$ cat config.mk
export PLATFORM = sky130hd
export DESIGN_NAME = sixteen_bit_mode_timer
export DESIGN_NICKNAME = d
export VERILOG_FILES = /design/src/design/mode_timer_pkg.sv /design/src/design/timer_prescaler.sv /design/src/design/sixteen_bit_mode_timer.sv
export SDC_FILE = /design/constraint.sdc
export NUM_CORES = 1
export LEC_CHECK = 0
export ABC_AREA = 1
export BUFFER_PORTS_ARGS = -buffer_cell sky130_fd_sc_hd__buf_2
export CORE_MARGIN = 2
export CORE_UTILIZATION = 45
export DETAILED_ROUTE_END_ITERATION = 6
export PLACE_DENSITY_LB_ADDON = 0.08
export SLEW_MARGIN = 15
export SYNTH_ARGS = -nofsm -noshare
export SYNTH_HDL_FRONTEND = slang
export SYNTH_SLANG_ARGS = --single-unit
export TNS_END_PERCENT = 30
$ cat constraint.sdc
create_clock -name ref_clk -period 4.05 [get_ports ref_clk]
set_input_delay 0.6075 -clock ref_clk [delete_from_list [all_inputs] [get_ports ref_clk]]
set_output_delay 0.6075 -clock ref_clk [all_outputs]
set_load 0.05 [all_outputs]
$ cat src/design/mode_timer_pkg.sv
// Purpose: Shared constants for the sixteen-bit mode timer
// Assumes: 32-bit classic Wishbone register bus, byte addresses
// Notes:   Offsets, field positions and reset values live only here

package mode_timer_pkg;

  // ****************************************************
  // Register offsets (byte addresses)
  // ****************************************************
  localparam logic [7:0] OFS_CTRL    = 8'h00;
  localparam logic [7:0] OFS_COUNT   = 8'h04;
  localparam logic [7:0] OFS_RELOAD  = 8'h08;
  localparam logic [7:0] OFS_CAPTURE = 8'h0c;
  localparam logic [7:0] OFS_STATUS  = 8'h10;
  localparam logic [7:0] OFS_MASK    = 8'h14;

  // ****************************************************
  // Control register fields
  // ****************************************************
  localparam int CTRL_EN_BIT   = 0;
  localparam int CTRL_MODE_LSB = 1;
  localparam int CTRL_PRESCALE_SELECT_LSB = 4;
  localparam int CTRL_POL_BIT  = 7;
  localparam int CTRL_OUTEN_BIT = 8;
  localparam int CTRL_WIDTH    = 9;
  localparam logic [8:0] CTRL_RESET = 9'h000;

  // ****************************************************
  // Status / mask fields
  // ****************************************************
  localparam int ST_RELOAD  = 0;
  localparam int ST_GATEOFF = 1;
  localparam int ST_CAPTURE = 2;
  localparam int ST_WIDTH   = 3;
  localparam logic [2:0] ST_RESET = 3'h0;

  // ****************************************************
  // Counter values
  // ****************************************************
  localparam logic [15:0] COUNT_RESET   = 16'h0000;
  localparam logic [15:0] RELOAD_RESET  = 16'hffff;
  localparam logic [15:0] COUNT_RESTART = 16'h0001;
  localparam logic [15:0] COUNT_MAX     = 16'hffff;
  localparam logic [15:0] COUNT_WRAP    = 16'h0000;
  localparam int          PRESCALE_SELECT_WIDTH    = 7;

  // ****************************************************
  // Timer modes
  // ****************************************************
  typedef enum logic [2:0] {
    MODE_ONESHOT = 3'h0,
    MODE_CONTIN  = 3'h1,
    MODE_COUNTER = 3'h2,
    MODE_PWM     = 3'h3,
    MODE_CAPTURE = 3'h4,
    MODE_COMPARE = 3'h5,
    MODE_GATED   = 3'h6,
    MODE_CAPCMP  = 3'h7
  } timer_mode_t;

endpackage : mode_timer_pkg

$ cat src/design/timer_prescaler.sv
// Purpose: Power-of-two prescaler for the mode timer
// Assumes: Single clock, synchronous active-low reset
// Notes:   Tick is combinational; the parent registers all outputs

`timescale 1ns/1ns

module timer_prescaler
  import mode_timer_pkg::*;
(
  // Clock and reset
  input  wire logic       ref_clk,
  input  wire logic       rst_n,
  // Control
  input  wire logic       clear,
  input  wire logic       advance,
  input  wire logic [2:0] prescaleSelect,
  // Divided tick
  output logic            tick
);

  logic [PRESCALE_SELECT_WIDTH-1:0] divCnt_q;
  logic [PRESCALE_SELECT_WIDTH-1:0] divMask;

  // Mask of low bits that must be all ones: 2**sel - 1
  assign divMask = PRESCALE_SELECT_WIDTH'((8'h01 << prescaleSelect) - 8'h01);

  // Tick on the last phase of each divide period
  assign tick = advance && ((divCnt_q & divMask) == divMask);

  // Phase counter; cleared while stopped so restarts are clean
  always_ff @(posedge ref_clk) begin
    if (!rst_n || clear) begin
      divCnt_q <= '0;
    end else if (advance) begin
      divCnt_q <= divCnt_q + 1'b1;
    end
  end

endmodule : timer_prescaler

$ cat src/design/sixteen_bit_mode_timer.sv
// Purpose: Sixteen-bit eight-mode timer with Wishbone register access
// Assumes: ref_clk 10 MHz system clock; timerIn is an asynchronous pin
// Notes:   Reload events, gate release and captures raise interrupts
//
// What this block does
// - Gated mode counts only while input sits at its active level.
// - Gated mode interrupts on input release and on every reload.
// - Gated count reaching reload restarts at 0001 and continues.
// - Gated mode counts prescaled system clock, never the pin.
// - Gated reload toggles timer output when output is enabled.
// - Capture latches count on rising edge (pol 0) or falling (pol 1).
// - Compare: disabled output equals polarity; enabled toggles at reload.
// - Gated pol 0 gates on high input, pol 1 on low input.
// - Capture/compare starts on first selected edge, captures on later ones.
// - Prescaler divides by two to the power of the 3-bit field, except in counter mode (no division).
// - Prescaler is cleared whenever the timer is disabled.
// - Mode field selects one of eight modes, 000 to 111.
// - Compare delay is (compare minus start) times divisor clocks.
// - Compare counter wraps from FFFF to 0000 and keeps counting.
// - Compare mode is clocked by prescaled system clock only.

`timescale 1ns/1ns

module sixteen_bit_mode_timer
  import mode_timer_pkg::*;
(
  // Clock and reset
  input  wire logic        ref_clk,
  input  wire logic        rst_n,
  // Wishbone classic slave
  input  wire logic        cyc_i,
  input  wire logic        stb_i,
  input  wire logic        we_i,
  input  wire logic [7:0]  adr_i,
  input  wire logic [3:0]  sel_i,
  input  wire logic [31:0] dat_i,
  output logic      [31:0] dat_o,
  output logic             ack_o,
  // Timer pins
  input  wire logic        timerIn,
  output logic             timerOut,
  // Interrupt
  output logic             irq
);

  // ****************************************************
  // Functions
  // ****************************************************

  // Apply the two low byte lanes to a 16-bit register
  function automatic logic [15:0] mergeLanes(input logic [15:0] old,
                                             input logic [31:0] wdat,
                                             input logic [3:0]  sel);
    mergeLanes = {sel[1] ? wdat[15:8] : old[15:8],
                  sel[0] ? wdat[7:0]  : old[7:0]};
  endfunction : mergeLanes

  // Count has reached the reload (compare) value
  function automatic logic atReload(input logic [15:0] cnt,
                                    input logic [15:0] rld);
    atReload = (cnt == rld);
  endfunction : atReload

  // ****************************************************
  // Declarations
  // ****************************************************
  logic [CTRL_WIDTH-1:0] ctrl_q;
  logic [15:0]           count_q;
  logic [15:0]           reload_q;
  logic [15:0]           capture_q;
  logic [ST_WIDTH-1:0]   status_q;
  logic [ST_WIDTH-1:0]   mask_q;
  logic [31:0]           datO_q;
  logic                  ack_q;
  logic                  irq_q;
  logic                  timerOut_q;
  logic                  started_q;
  logic                  inMeta_q;
  logic                  inSync_q;
  logic                  inPrev_q;

  logic                  enable;
  logic                  polarity;
  logic                  outEnable;
  logic [2:0]            prescaleSelect;
  timer_mode_t           timerMode;
  logic                  busAccess;
  logic                  busWrite;
  logic                  wrCtrl;
  logic                  wrCount;
  logic                  gateActive;
  logic                  gateOff;
  logic                  selEdge;
  logic                  advance;
  logic                  tick;
  logic                  reloadHit;
  logic                  captureHit;
  logic [ST_WIDTH-1:0]   events;

  assign enable         = ctrl_q[CTRL_EN_BIT];
  assign polarity       = ctrl_q[CTRL_POL_BIT];
  assign outEnable      = ctrl_q[CTRL_OUTEN_BIT];
  assign prescaleSelect = ctrl_q[CTRL_PRESCALE_SELECT_LSB +: 3];
  assign timerMode      = timer_mode_t'(ctrl_q[CTRL_MODE_LSB +: 3]);

  // ****************************************************
  // Wishbone slave
  // ****************************************************

  // Write lands at the edge where the master sees ack
  assign busAccess = cyc_i && stb_i && ack_q;
  assign busWrite  = busAccess && we_i;
  assign wrCtrl    = busWrite && (adr_i == OFS_CTRL);
  assign wrCount   = busWrite && (adr_i == OFS_COUNT);

  // One wait state: ack one cycle after the request, dropped after
  always_ff @(posedge ref_clk) begin
    if (!rst_n) begin
      ack_q <= 1'b0;
    end else begin
      ack_q <= cyc_i && stb_i && !ack_q;
    end
  end

  // Read data registered; unmapped offsets read as zero
  always_ff @(posedge ref_clk) begin
    if (!rst_n) begin
      datO_q <= 32'h0000_0000;
    end else if (cyc_i && stb_i && !ack_q) begin
      unique case (adr_i)
        OFS_CTRL:    datO_q <= 32'(ctrl_q);
        OFS_COUNT:   datO_q <= 32'(count_q);
        OFS_RELOAD:  datO_q <= 32'(reload_q);
        OFS_CAPTURE: datO_q <= 32'(capture_q);
        OFS_STATUS:  datO_q <= 32'(status_q);
        OFS_MASK:    datO_q <= 32'(mask_q);
        default:     datO_q <= 32'h0000_0000;
      endcase
    end
  end

  // Control register; one-shot clears enable after its reload
  always_ff @(posedge ref_clk) begin
    if (!rst_n) begin
      ctrl_q <= CTRL_RESET;
    end else if (wrCtrl) begin
      ctrl_q <= {sel_i[1] ? dat_i[8] : ctrl_q[8],
                 sel_i[0] ? dat_i[7:0] : ctrl_q[7:0]};
    end else if (reloadHit && timerMode == MODE_ONESHOT) begin
      ctrl_q[CTRL_EN_BIT] <= 1'b0;
    end
  end

  // Reload and mask registers
  always_ff @(posedge ref_clk) begin
    if (!rst_n) begin
      reload_q <= RELOAD_RESET;
      mask_q   <= ST_RESET;
    end else begin
      if (busWrite && adr_i == OFS_RELOAD) begin
        reload_q <= mergeLanes(reload_q, dat_i, sel_i);
      end
      if (busWrite && adr_i == OFS_MASK && sel_i[0]) begin
        mask_q <= dat_i[ST_WIDTH-1:0];
      end
    end
  end

  // ****************************************************
  // Input synchroniser and edge detect
  // ****************************************************

  // Two flops before any use; third flop only for edges
  always_ff @(posedge ref_clk) begin
    if (!rst_n) begin
      inMeta_q <= 1'b0;
      inSync_q <= 1'b0;
      inPrev_q <= 1'b0;
    end else begin
      inMeta_q <= timerIn;
      inSync_q <= inMeta_q;
      inPrev_q <= inSync_q;
    end
  end

  // Polarity 0 means high is active and rising is the chosen edge
  assign gateActive = inSync_q ^ polarity;
  assign gateOff    = (inPrev_q ^ polarity) && !gateActive;
  assign selEdge    = polarity ? (inPrev_q && !inSync_q)
                               : (!inPrev_q && inSync_q);

  // ****************************************************
  // Prescaler and count sequencing
  // ****************************************************

  // Which modes let the prescaled system clock advance the count
  always_comb begin
    advance = 1'b0;
    unique case (timerMode)
      MODE_GATED:   advance = enable && gateActive;
      MODE_CAPCMP:  advance = enable && started_q;
      MODE_COUNTER: advance = enable && selEdge;
      MODE_ONESHOT, MODE_CONTIN, MODE_PWM,
      MODE_CAPTURE, MODE_COMPARE:
                    advance = enable;
    endcase
  end

  // Counter mode ticks on each selected pin edge, so no division there
  timer_prescaler u_prescaler (
    .ref_clk        (ref_clk),
    .rst_n          (rst_n),
    .clear          (!enable),
    .advance        (advance),
    .prescaleSelect ((timerMode == MODE_COUNTER) ? 3'h0 : prescaleSelect),
    .tick           (tick)
  );

  // Compare matches on the tick that brings the count to the compare
  // value, so the delay is (compare - start) divided ticks; others
  // restart on the tick after the count sits at reload
  assign reloadHit  = tick && ((timerMode == MODE_COMPARE)
                      ? atReload(count_q + 16'h0001, reload_q)
                      : atReload(count_q, reload_q));
  assign captureHit = enable && selEdge &&
                      ((timerMode == MODE_CAPTURE) ||
                       (timerMode == MODE_CAPCMP && started_q));

  // Counter; a software write wins over counting
  always_ff @(posedge ref_clk) begin
    if (!rst_n) begin
      count_q <= COUNT_RESET;
    end else if (wrCount) begin
      count_q <= mergeLanes(count_q, dat_i, sel_i);
    end else if (tick) begin
      if (timerMode == MODE_COMPARE) begin
        count_q <= (count_q == COUNT_MAX) ? COUNT_WRAP
                                          : count_q + 16'h0001;
      end else if (atReload(count_q, reload_q)) begin
        count_q <= COUNT_RESTART;
      end else begin
        count_q <= count_q + 16'h0001;
      end
    end
  end

  // Capture/compare waits for the first chosen edge before running
  always_ff @(posedge ref_clk) begin
    if (!rst_n || !enable) begin
      started_q <= 1'b0;
    end else if (timerMode == MODE_CAPCMP && selEdge) begin
      started_q <= 1'b1;
    end
  end

  // Capture register holds the count seen at the selected edge
  always_ff @(posedge ref_clk) begin
    if (!rst_n) begin
      capture_q <= COUNT_RESET;
    end else if (captureHit) begin
      capture_q <= count_q;
    end
  end

  // ****************************************************
  // Timer output
  // ****************************************************

  // Compare mode parks at the polarity level while stopped
  always_ff @(posedge ref_clk) begin
    if (!rst_n) begin
      timerOut_q <= 1'b0;
    end else if (timerMode == MODE_COMPARE && !enable) begin
      timerOut_q <= polarity;
    end else if (reloadHit &&
                 (timerMode == MODE_COMPARE || outEnable)) begin
      timerOut_q <= !timerOut_q;
    end
  end

  // ****************************************************
  // Interrupt status
  // ****************************************************
  assign events[ST_RELOAD]  = reloadHit;
  assign events[ST_GATEOFF] = enable && timerMode == MODE_GATED
                              && gateOff;
  assign events[ST_CAPTURE] = captureHit;

  // Sticky status; a new event wins over a write-one clear
  always_ff @(posedge ref_clk) begin
    if (!rst_n) begin
      status_q <= ST_RESET;
    end else if (busWrite && adr_i == OFS_STATUS && sel_i[0]) begin
      status_q <= (status_q & ~dat_i[ST_WIDTH-1:0]) | events;
    end else begin
      status_q <= status_q | events;
    end
  end

  // Level interrupt from unmasked status
  always_ff @(posedge ref_clk) begin
    if (!rst_n) begin
      irq_q <= 1'b0;
    end else begin
      irq_q <= |(status_q & mask_q);
    end
  end

  assign dat_o    = datO_q;
  assign ack_o    = ack_q;
  assign irq      = irq_q;
  assign timerOut = timerOut_q;

  // ****************************************************
  // Assertions
  // ****************************************************
  property p_gated_restart;
    @(posedge ref_clk) disable iff (!rst_n)
      (timerMode == MODE_GATED && reloadHit && !wrCount)
      |=> (count_q == COUNT_RESTART);
  endproperty
  a_gated_restart: assert property (p_gated_restart)
    else $error("gated count did not restart at one");

  property p_gated_hold;
    @(posedge ref_clk) disable iff (!rst_n)
      (timerMode == MODE_GATED && !gateActive && !wrCount)
      |=> (count_q == $past(count_q));
  endproperty
  a_gated_hold: assert property (p_gated_hold)
    else $error("gated count moved while input inactive");

  property p_gated_release_irq;
    @(posedge ref_clk) disable iff (!rst_n)
      (timerMode == MODE_GATED && enable && gateOff)
      |=> status_q[ST_GATEOFF];
  endproperty
  a_gated_release_irq: assert property (p_gated_release_irq)
    else $error("gate release did not set status");

  property p_gated_toggle;
    @(posedge ref_clk) disable iff (!rst_n)
      (timerMode == MODE_GATED && reloadHit && outEnable)
      |=> (timerOut != $past(timerOut));
  endproperty
  a_gated_toggle: assert property (p_gated_toggle)
    else $error("timer output did not toggle on gated reload");

  property p_compare_idle_level;
    @(posedge ref_clk) disable iff (!rst_n)
      (timerMode == MODE_COMPARE && !enable && !wrCtrl)
      |=> (timerOut == $past(polarity));
  endproperty
  a_compare_idle_level: assert property (p_compare_idle_level)
    else $error("compare output not at polarity while disabled");

  property p_capture_value;
    @(posedge ref_clk) disable iff (!rst_n)
      (timerMode == MODE_CAPTURE && enable && selEdge)
      |=> (capture_q == $past(count_q));
  endproperty
  a_capture_value: assert property (p_capture_value)
    else $error("capture register missed the count");

  property p_restart_phase;
    @(posedge ref_clk) disable iff (!rst_n)
      ($rose(enable) && prescaleSelect != 3'h0
       && timerMode != MODE_COUNTER) |-> !tick;
  endproperty
  a_restart_phase: assert property (p_restart_phase)
    else $error("prescaler not cleared while disabled");

  property p_compare_wrap;
    @(posedge ref_clk) disable iff (!rst_n)
      (timerMode == MODE_COMPARE && tick && count_q == COUNT_MAX
       && !wrCount) |=> (count_q == COUNT_WRAP);
  endproperty
  a_compare_wrap: assert property (p_compare_wrap)
    else $error("compare counter did not wrap to zero");

  property p_div_by_eight;
    @(posedge ref_clk) disable iff (!rst_n)
      (timerMode == MODE_COMPARE && tick && prescaleSelect == 3'h3
       && !wrCtrl) |=> !tick [*7];
  endproperty
  a_div_by_eight: assert property (p_div_by_eight)
    else $error("divide by eight ticked early");

  property p_capcmp_wait;
    @(posedge ref_clk) disable iff (!rst_n)
      (timerMode == MODE_CAPCMP && !started_q && !wrCount)
      |=> (count_q == $past(count_q));
  endproperty
  a_capcmp_wait: assert property (p_capcmp_wait)
    else $error("capture/compare counted before first edge");

endmodule : sixteen_bit_mode_timer

==> metrics.txt, run 1 <==
# TYPE chip_impl_metric gauge
chip_impl_info{name="outcome",value="completed"} 1
chip_impl_metric{name="synth.avg_cell_area",unit="sq um"} 6.96
chip_impl_metric{name="globalRoute.totalOverflow",unit=""} 0
chip_impl_metric{name="ys_seq_area_share",unit="%"} 34.1
chip_impl_metric{name="finalSetupViolCount",unit=""} 0
chip_impl_metric{name="number_of_global_route_vias_before_repair",unit=""} 4793
chip_impl_metric{name="dp_slack",unit="ns"} 1.35
chip_impl_metric{name="worst_r2r_path_depth",unit=""} 12
chip_impl_metric{name="numCtsBuffers",unit=""} 9
chip_impl_info{name="critical-path-slowest-cell",value="dfxtp_1"} 1
chip_impl_metric{name="wl_per_cell",unit="um"} 15.3
chip_impl_metric{name="max-vdd-ir-drop",unit="V"} 0.000159
chip_impl_metric{name="critical_path_required",unit="ns"} 4.29
chip_impl_metric{name="post_cts_buffers",unit=""} 0
chip_impl_metric{name="area_growth_syn_to_layout",unit="%"} 10.9
chip_impl_metric{name="antennaDiodeCount",unit=""} 0
chip_impl_metric{name="dr_total_vias",unit=""} 5262
chip_impl_metric{name="timing.final.hold_violations",unit=""} 0
chip_impl_info{name="worst-setup-path-type",value="register to register"} 1
chip_impl_metric{name="remaining_antenna_violation_count",unit=""} 0
chip_impl_info{name="timing.rr.start",value="count_q[0]"} 1
chip_impl_info{name="rr_endpoint",value="count_q[10]"} 1
chip_impl_info{name="layout.cells.most_common",value="nand2_1"} 1
chip_impl_metric{name="grt_antenna_before_repair",unit=""} 0
chip_impl_info{name="synthFlopType",value="dfxtp_1"} 1
chip_impl_metric{name="routed_wl",unit="um"} 14900
chip_impl_metric{name="max_slew_margin",unit="%"} 51.3
chip_impl_metric{name="final_ws_setup",unit="ns"} 1.66
chip_impl_info{name="rsz0062_at_grt",value="false"} 1
chip_impl_info{name="timing.hold.worst.class",value="register to register"} 1
chip_impl_metric{name="grt_pass1_wl",unit="um"} 24200
chip_impl_info{name="top_usage_layer",value="met2"} 1
chip_impl_metric{name="postSynthRegisterBits",unit=""} 93
chip_impl_metric{name="vias_per_cell",unit=""} 5.40
chip_impl_metric{name="multi_input_comb_area",unit="sq um"} 2970
chip_impl_info{name="hold-path-endpoint",value="inSync_q"} 1
chip_impl_metric{name="final.min_clock_period",unit="ns"} 2.39
chip_impl_metric{name="critPathArrivalTime",unit="ns"} 2.63
chip_impl_metric{name="max_clock_freq",unit="MHz"} 418
chip_impl_metric{name="floorplan.rows",unit=""} 40
chip_impl_metric{name="tightestPinTransition",unit="ns"} 0.730
chip_impl_metric{name="pin_count",unit=""} 85
chip_impl_metric{name="post_route_cells_drive_above_1_share",unit="%"} 15.6
chip_impl_metric{name="timing.critical_path.fanout_max",unit=""} 9
chip_impl_metric{name="leakage_power",unit="nW"} 2.65
chip_impl_metric{name="clock_latency",unit="ns"} 0.35
chip_impl_metric{name="tritoncts_num_sinks",unit=""} 93
chip_impl_metric{name="tns",unit="ns"} 0
chip_impl_metric{name="resized_gates_after_cts",unit=""} 0
chip_impl_metric{name="clk_path_buf_depth",unit=""} 2
chip_impl_metric{name="chipHeight",unit="um"} 114
chip_impl_metric{name="drv.max_cap_violation_count",unit=""} 0
chip_impl_metric{name="placement.io_buffers",unit=""} 50
chip_impl_info{name="critical_path.cell_chain",value="ha_1, nand3_2, nor2_8, nand4_1, nor3_2, nor2_1, nand2_4, inv_4, nand2_1, o21ai_1, o21ai_1, a21oi_1"} 1
chip_impl_info{name="timing.hold.worst.start",value="inMeta_q"} 1
chip_impl_metric{name="cpPeakStageDelay",unit="ns"} 0.51
chip_impl_metric{name="final.period_utilization",unit="%"} 59.0
chip_impl_metric{name="drt_pass1_iterations",unit=""} 5
chip_impl_metric{name="synth_edf_count",unit=""} 0
chip_impl_metric{name="grt.met3_usage",unit="%"} 2.81
chip_impl_metric{name="initialDrtViolationCount",unit=""} 335
chip_impl_info{name="worst_setup_path_end_kind",value="register"} 1
chip_impl_metric{name="start_util",unit="%"} 45.9
chip_impl_info{name="clock_tree_root_buffer_cell",value="clkbuf_16"} 1
chip_impl_metric{name="hpwlAfterDp",unit="um"} 11200
chip_impl_metric{name="final_max_slew_viol_count",unit=""} 0
chip_impl_metric{name="filler_cell_count",unit=""} 1251
chip_impl_metric{name="htree_num_levels",unit=""} 3
chip_impl_metric{name="grtUsageTotal",unit="%"} 23.7
chip_impl_metric{name="ctsHoldBuffers",unit=""} 0
chip_impl_metric{name="chipWidth",unit="um"} 114
chip_impl_metric{name="grt_util_met1",unit="%"} 30.0
chip_impl_info{name="mostFrequentLayoutCells",value="nand2_1 (153), inv_1 (100), dfxtp_1 (93)"} 1
chip_impl_metric{name="worst-r2r-setup-slack",unit="ns"} 1.66
chip_impl_metric{name="drt_drc_violations_left",unit=""} 0
chip_impl_metric{name="floorplan.die_area",unit="sq um"} 13000
chip_impl_metric{name="netlist_area",unit="sq um"} 5460
chip_impl_metric{name="finalClockSkew",unit="ns"} 0.0119
chip_impl_metric{name="final_nets",unit=""} 875
chip_impl_info{name="cp_startpoint_kind",value="register"} 1
chip_impl_info{name="cts_tree",value="done"} 1
chip_impl_metric{name="global_route.usage.met2",unit="%"} 39.6
chip_impl_metric{name="coreArea",unit="sq um"} 11900
chip_impl_metric{name="power_density",unit="nW/um^2"} 323
chip_impl_metric{name="gpl.final_weighted_congestion",unit=""} 0.871
chip_impl_metric{name="yosysWarningCount",unit=""} 0
chip_impl_info{name="timing.critical_path.mode_cell",value="o21ai_1"} 1
chip_impl_metric{name="grt_max_degree",unit=""} 43
chip_impl_metric{name="synth-async-reset-ratio",unit="%"} 0
chip_impl_metric{name="synth.lib_cells_used.distinct",unit=""} 48
chip_impl_metric{name="seqCellArea",unit="sq um"} 1860
chip_impl_metric{name="hold-path-cell-count",unit=""} 2
chip_impl_metric{name="totalPowerFinal",unit="mW"} 1.96
chip_impl_metric{name="post_synth_inst_count",unit=""} 785
chip_impl_metric{name="cts_clock_pin_slew_for_the_worst_setup_and_hold_paths",unit="ns"} 0.07
critical path, delay by kind of cell, from the launching register on:
family          cells  cell delay [ns]
compound gates      3             0.22
simple gates        7             1.14
fa+ha+maj           1             0.30
buf+inv             1             0.09
flops               1             0.51
power by group:
group | total, mW | internal, mW | leakage (nW) | switching (mW)
Clock | 0.942 | 0.550 | 0.155 | 0.392
Sequential | 0.917 | 0.915 | 0.750 | 0.00107
Combinational | 0.101 | 0.0212 | 1.74 | 0.0802
how the worst max path moves through the flow:
stage / from / to / slack (ns) / cells past startpoint
after detailed placement: adr_i[7] / reload_q[3] / 1.35 / 9
after CTS: count_q[0] / count_q[10] / 1.69 / 12
after global routing: adr_i[3] / ctrl_q[0] / 1.45 / 9
after global placement: adr_i[7] / reload_q[7] / 1.38 / 9
final: count_q[0] / count_q[10] / 1.66 / 12
after floorplan: adr_i[7] / count_q[10] / 2.06 / 12
sequential cells by signal (all words and copies together), names as in the netlist:
| signal | cells |
|---|---|
| capture_q | 16 |
| count_q | 16 |
| dat_o | 16 |
| reload_q | 16 |
| ctrl_q | 9 |
| u_prescaler.divCnt_q | 7 |
| mask_q | 3 |
| status_q | 3 |
| ack_o | 1 |
| inMeta_q | 1 |
| inPrev_q | 1 |
| inSync_q | 1 |
| irq | 1 |
| started_q | 1 |
| timerOut | 1 |
layer usage:
layer	up-vias	wire [um]
met5	-	0
met4	0	478
met3	27	701
met2	144	7150
met1	2446	6610
li1	2645	-
per-stage QoR:
| step | hold slack (ns) | cell area (sq um) | utilization, % | cells |
|---|---|---|---|---|
| floorplan | 0.390 | 5520 | - | 800 |
| global placement | 0.409 | 5730 | 48.1 | 958 |
| detailed placement | 0.400 | 5730 | 48.1 | 958 |
| CTS | 0.416 | 6060 | 50.9 | 974 |
| global route | 0.442 | 6060 | 50.9 | 974 |
| finish | 0.414 | 6060 | 50.9 | 974 |
final cells by class:
class | count | share of cell area [%]
Timing Repair Buffer | 55 | 4.75
Inverter | 112 | 7.08
Clock buffer | 9 | 3.72
Clock inverter | 7 | 1.71
Multi-Input combinational cell | 551 | 49.0
Tap cell | 147 | 3.03
Sequential cell | 93 | 30.7
cell families after synthesis:
family | after synthesis | synth area share, %
AND/OR/NAND/NOR | 315 | 28.9
buffers and inverters | 156 | 12.6
XOR/XNOR | 23 | 3.69
AO/OA/AOI/OAI | 194 | 19.9
flip-flops | 93 | 34.1
adder cells (fa/ha/maj) | 3 | 0.687
other | 1 | 0.0686
cell usage after synthesis (4+ instances only):
master    count  share of area, %
buf_2         6              0.55
xor2_1        9               1.4
nor2_4        7               1.4
nand2_4       4              0.82
nand2_1     153                11
xnor2_1      14               2.2
clkbuf_1     16               1.1
a31oi_1       6              0.69
nand4_1      13               1.5
inv_2         7              0.48
o22ai_1      22               2.5
nor2_2        8              0.92
nor2_1       46               3.2
inv_1       100               6.9
o21ai_0      58               5.3
buf_4        19               2.6
dfxtp_1      93                34
o21ai_1      17               1.6
nand3_1      46               4.2
o211ai_1     17               2.3
nand3_2       8               1.5
nor3_1        6              0.55
a21oi_1      64               5.9
nand2_2      10               1.1
Power figures use the tool's default switching activity.
==> run 2, diff against run 1 <==
--- a/config.mk
+++ b/config.mk
@@ -5,7 +5,7 @@
 export SDC_FILE = /design/constraint.sdc
 export NUM_CORES = 1
 export LEC_CHECK = 0
-export ABC_AREA = 1
+export ABC_AREA = 0
 export BUFFER_PORTS_ARGS = -buffer_cell sky130_fd_sc_hd__buf_2
 export CORE_MARGIN = 2
 export CORE_UTILIZATION = 45
==> constraint.sdc (replaced) <==
create_clock -name ref_clk -period 2.25 [get_ports ref_clk]
set_input_delay 0.3375 -clock ref_clk [delete_from_list [all_inputs] [get_ports ref_clk]]
set_output_delay 0.3375 -clock ref_clk [all_outputs]
set_load 0.05 [all_outputs]
==> run 2 against run 1 <==
Compared with the run above:
- the flow now finishes with violations (setup timing)
- clock power is 59% higher
- die area about the same
- clock skew fell by 0.0026 ns
- utilization increased by 6.1 points
- combinational power grew 140%
- critical path depth shrank 1
- cell area up 12%
- total power rose by 74%
- critical path type unchanged
- largest power group is now sequential cells
==> metrics.txt, run 2 <==
# TYPE chip_impl_metric gauge
chip_impl_metric{name="dp_slack",unit="ns"} -0.173
chip_impl_metric{name="remaining_antenna_violation_count",unit=""} 0
chip_impl_metric{name="floorplan.rows",unit=""} 40
chip_impl_metric{name="worst-r2r-setup-slack",unit="ns"} -0.15
chip_impl_metric{name="placement.io_buffers",unit=""} 50
chip_impl_info{name="cp_startpoint_kind",value="register"} 1
chip_impl_metric{name="cts_clock_pin_slew_for_the_worst_setup_and_hold_paths",unit="ns"} 0.06
chip_impl_metric{name="routed_wl",unit="um"} 16300
chip_impl_info{name="worst-setup-path-type",value="register to register"} 1
chip_impl_info{name="hold-path-endpoint",value="inMeta_q"} 1
chip_impl_info{name="synth.most_common_cell",value="dfxtp_1"} 1
chip_impl_metric{name="number_of_global_route_vias_before_repair",unit=""} 4794
chip_impl_info{name="synthFlopType",value="dfxtp_1"} 1
chip_impl_metric{name="ctsHoldBuffers",unit=""} 0
chip_impl_metric{name="chipWidth",unit="um"} 114
chip_impl_info{name="timing.hold.worst.class",value="input port to register"} 1
chip_impl_metric{name="synth_top_cell_area_share",unit="%"} 34.1
chip_impl_metric{name="drt_pass1_iterations",unit=""} 7
chip_impl_info{name="critPathTopFamily",value="compound AO/OA/AOI/OAI gates"} 1
chip_impl_metric{name="crit_path_cell_count",unit=""} 11
chip_impl_info{name="cts_tree",value="done"} 1
chip_impl_metric{name="postSynthRegisterBits",unit=""} 93
chip_impl_metric{name="finish.utilization",unit="%"} 57.0
chip_impl_metric{name="grt_pass1_wl",unit="um"} 25300
chip_impl_metric{name="power_density",unit="nW/um^2"} 501
chip_impl_metric{name="vias_per_cell",unit=""} 5.82
chip_impl_metric{name="pin_count",unit=""} 85
chip_impl_metric{name="final.min_clock_period",unit="ns"} 2.40
chip_impl_info{name="rr_endpoint",value="count_q[2]"} 1
chip_impl_metric{name="post_route_cells_drive_above_1_share",unit="%"} 28.8
chip_impl_info{name="critical-path-slowest-cell",value="or3b_4"} 1
chip_impl_metric{name="timing.critical_path.fanout_max",unit=""} 7
chip_impl_metric{name="floorplan.die_area",unit="sq um"} 13000
chip_impl_info{name="timing.rr.start",value="ctrl_q[3]"} 1
chip_impl_info{name="worst_setup_path_end_kind",value="register"} 1
chip_impl_metric{name="timing.critical_path.buf_inv",unit=""} 2
chip_impl_metric{name="ys_seq_area_share",unit="%"} 34.1
chip_impl_metric{name="final_ws_setup",unit="ns"} -0.145
chip_impl_metric{name="grtUsageTotal",unit="%"} 25.1
chip_impl_metric{name="max_clock_freq",unit="MHz"} 417
chip_impl_metric{name="grt_max_degree",unit=""} 40
chip_impl_metric{name="start_util",unit="%"} 45.9
chip_impl_metric{name="cpPeakStageDelay",unit="ns"} 0.38
chip_impl_metric{name="final_max_slew_viol_count",unit=""} 0
chip_impl_metric{name="drv.max_cap_violation_count",unit=""} 0
chip_impl_metric{name="numCtsBuffers",unit=""} 9
chip_impl_metric{name="leakage_power",unit="nW"} 2.70
chip_impl_metric{name="antennaDiodeCount",unit=""} 0
chip_impl_info{name="mostFrequentLayoutCells",value="dfxtp_1 (88), buf_4 (75), nor2_1 (69)"} 1
chip_impl_metric{name="coreArea",unit="sq um"} 11900
chip_impl_info{name="synth_top_area_cells",value="dfxtp_1 (34%), mux2i_1 (6.8%), nor2_1 (4.9%)"} 1
chip_impl_metric{name="whs",unit="ns"} 0.182
chip_impl_metric{name="tightestPinTransition",unit="ns"} 0.562
chip_impl_metric{name="hpwlAfterDp",unit="um"} 11800
chip_impl_info{name="rsz0062_at_grt",value="true"} 1
chip_impl_metric{name="finalClockSkew",unit="ns"} 0.00927
chip_impl_info{name="layout.cells.most_common",value="dfxtp_1"} 1
chip_impl_metric{name="chipHeight",unit="um"} 114
chip_impl_metric{name="critPathArrivalTime",unit="ns"} 2.66
chip_impl_info{name="clock_tree_root_buffer_cell",value="clkbuf_16"} 1
chip_impl_metric{name="worst_r2r_path_depth",unit=""} 11
chip_impl_metric{name="gpl.final_weighted_congestion",unit=""} 0.871
chip_impl_metric{name="max_slew_margin",unit="%"} 62.4
chip_impl_metric{name="initialDrtViolationCount",unit=""} 394
chip_impl_metric{name="synth-async-reset-ratio",unit="%"} 0
chip_impl_info{name="outcome",value="finished with violations"} 1
chip_impl_metric{name="globalRoute.totalOverflow",unit=""} 0
chip_impl_metric{name="synth.avg_cell_area",unit="sq um"} 8.49
chip_impl_info{name="yosys-top-cells-count",value="dfxtp_1 (93), nor2_1 (72), nand2_1 (62), a21oi_1 (39), mux2i_1 (37)"} 1
chip_impl_info{name="timing.hold.worst.start",value="timerIn"} 1
chip_impl_metric{name="max-vdd-ir-drop",unit="V"} 0.000343
chip_impl_metric{name="tns",unit="ns"} -1.95
chip_impl_info{name="setup.worst_path.start",value="ctrl_q[3]"} 1
chip_impl_info{name="violations",value="setup timing"} 1
chip_impl_metric{name="synth.lib_cells_used.distinct",unit=""} 76
chip_impl_metric{name="critical_path_required",unit="ns"} 2.51
chip_impl_metric{name="post_synth_inst_count",unit=""} 644
chip_impl_metric{name="drt_drc_violations_left",unit=""} 0
chip_impl_metric{name="netlist_area",unit="sq um"} 5470
chip_impl_metric{name="final_nets",unit=""} 792
chip_impl_metric{name="clk_path_buf_depth",unit=""} 2
chip_impl_metric{name="hold-path-cell-count",unit=""} 2
chip_impl_metric{name="synth_edf_count",unit=""} 0
chip_impl_info{name="most_area_hungry_cell_type_in_the_yosys_netlist",value="dfxtp_1"} 1
chip_impl_metric{name="yosysWarningCount",unit=""} 0
chip_impl_metric{name="finalSetupViolCount",unit=""} 17
chip_impl_metric{name="wl_per_cell",unit="um"} 18.3
chip_impl_metric{name="timing.final.hold_violations",unit=""} 0
chip_impl_metric{name="area_growth_syn_to_layout",unit="%"} 24.2
chip_impl_metric{name="htree_num_levels",unit=""} 3
chip_impl_metric{name="final.period_utilization",unit="%"} 106
chip_impl_metric{name="clock_latency",unit="ns"} 0.36
chip_impl_metric{name="tritoncts_num_sinks",unit=""} 93
chip_impl_info{name="critical_path.cell_chain",value="or3b_4, nand3_2, ha_2, buf_6, nand4_1, a31oi_4, nor2_4, a22oi_4, buf_12, o211ai_1, o31ai_1"} 1
chip_impl_metric{name="dr_total_vias",unit=""} 5188
chip_impl_metric{name="grt_antenna_before_repair",unit=""} 0
[run 2: metal layers]
layer	part of all wire (%)	vias to the layer above	global-route usage [%]	wire, um
met3	5.6	20	4.87	917
met5	0	-	0	0
met2	49	172	42.5	7940
met1	44	2492	32.3	7190
met4	1.5	0	8.13	252
li1	-	2504	-	-
[run 2: where the power goes]
part	switching, mW	internal, mW	leakage (nW)
clock network	0.689	0.814	0.135
registers	0.00374	1.65	0.753
logic	0.183	0.0598	1.81
total	0.876	2.52	2.70
[run 2: layout make-up]
type / count / area (sq um)
inverters: 7 / 26.3
clock inverters: 4 / 32.5
well taps: 147 / 184
multi-input cells: 492 / 3410
repair buffers: 136 / 1010
fillers: 1106 / 5120
clock buffers: 12 / 256
flip-flops and latches: 93 / 1870
[run 2: kinds of logic after synthesis]
family	count (synthesis)	share of synthesized area, %
AND/OR/NAND/NOR	269	25.2
other	1	0.0686
flip-flops	93	34.1
AO/OA/AOI/OAI	120	16.3
multiplexers	50	10.7
XOR/XNOR	33	5.42
buffers and inverters	75	7.48
adder cells (fa/ha/maj)	3	0.687
[run 2: how the worst max path moves through the flow]
stage	endpoint	slack, ns
floorplan	timerOut	0.01
global placement	count_q[15]	-0.11
detailed placement	count_q[1]	-0.17
CTS	count_q[2]	-0.13
global route	count_q[2]	-0.24
finish	count_q[2]	-0.15
[run 2: worst register-to-register path: stages (launching register included)]
cell and delay (ns):
dfxtp_4 0.36, or3b_4 0.38, nand3_2 0.08, ha_2 0.19, buf_6 0.11, nand4_1 0.17, a31oi_4 0.27, nor2_4 0.07
a22oi_4 0.30, buf_12 0.17, o211ai_1 0.08, o31ai_1 0.11
[run 2: what timing repair did]
item | in CTS | in global routing
pin swaps | 7 | 12
setup endpoints to repair | 19 | 19
gates resized for setup | 12 | 19
setup buffers | 2 | 2
gates cloned | 1 | 2
[run 2: metrics by stage]
stage               instance area, sq um  std cells  power, mW
floorplan                           5540        659       1.87
global placement                    6260        869       1.93
detailed placement                  6260        869       1.93
CTS                                 6660        888       3.42
global route                        6790        891       3.50
finish                              6790        891       3.40
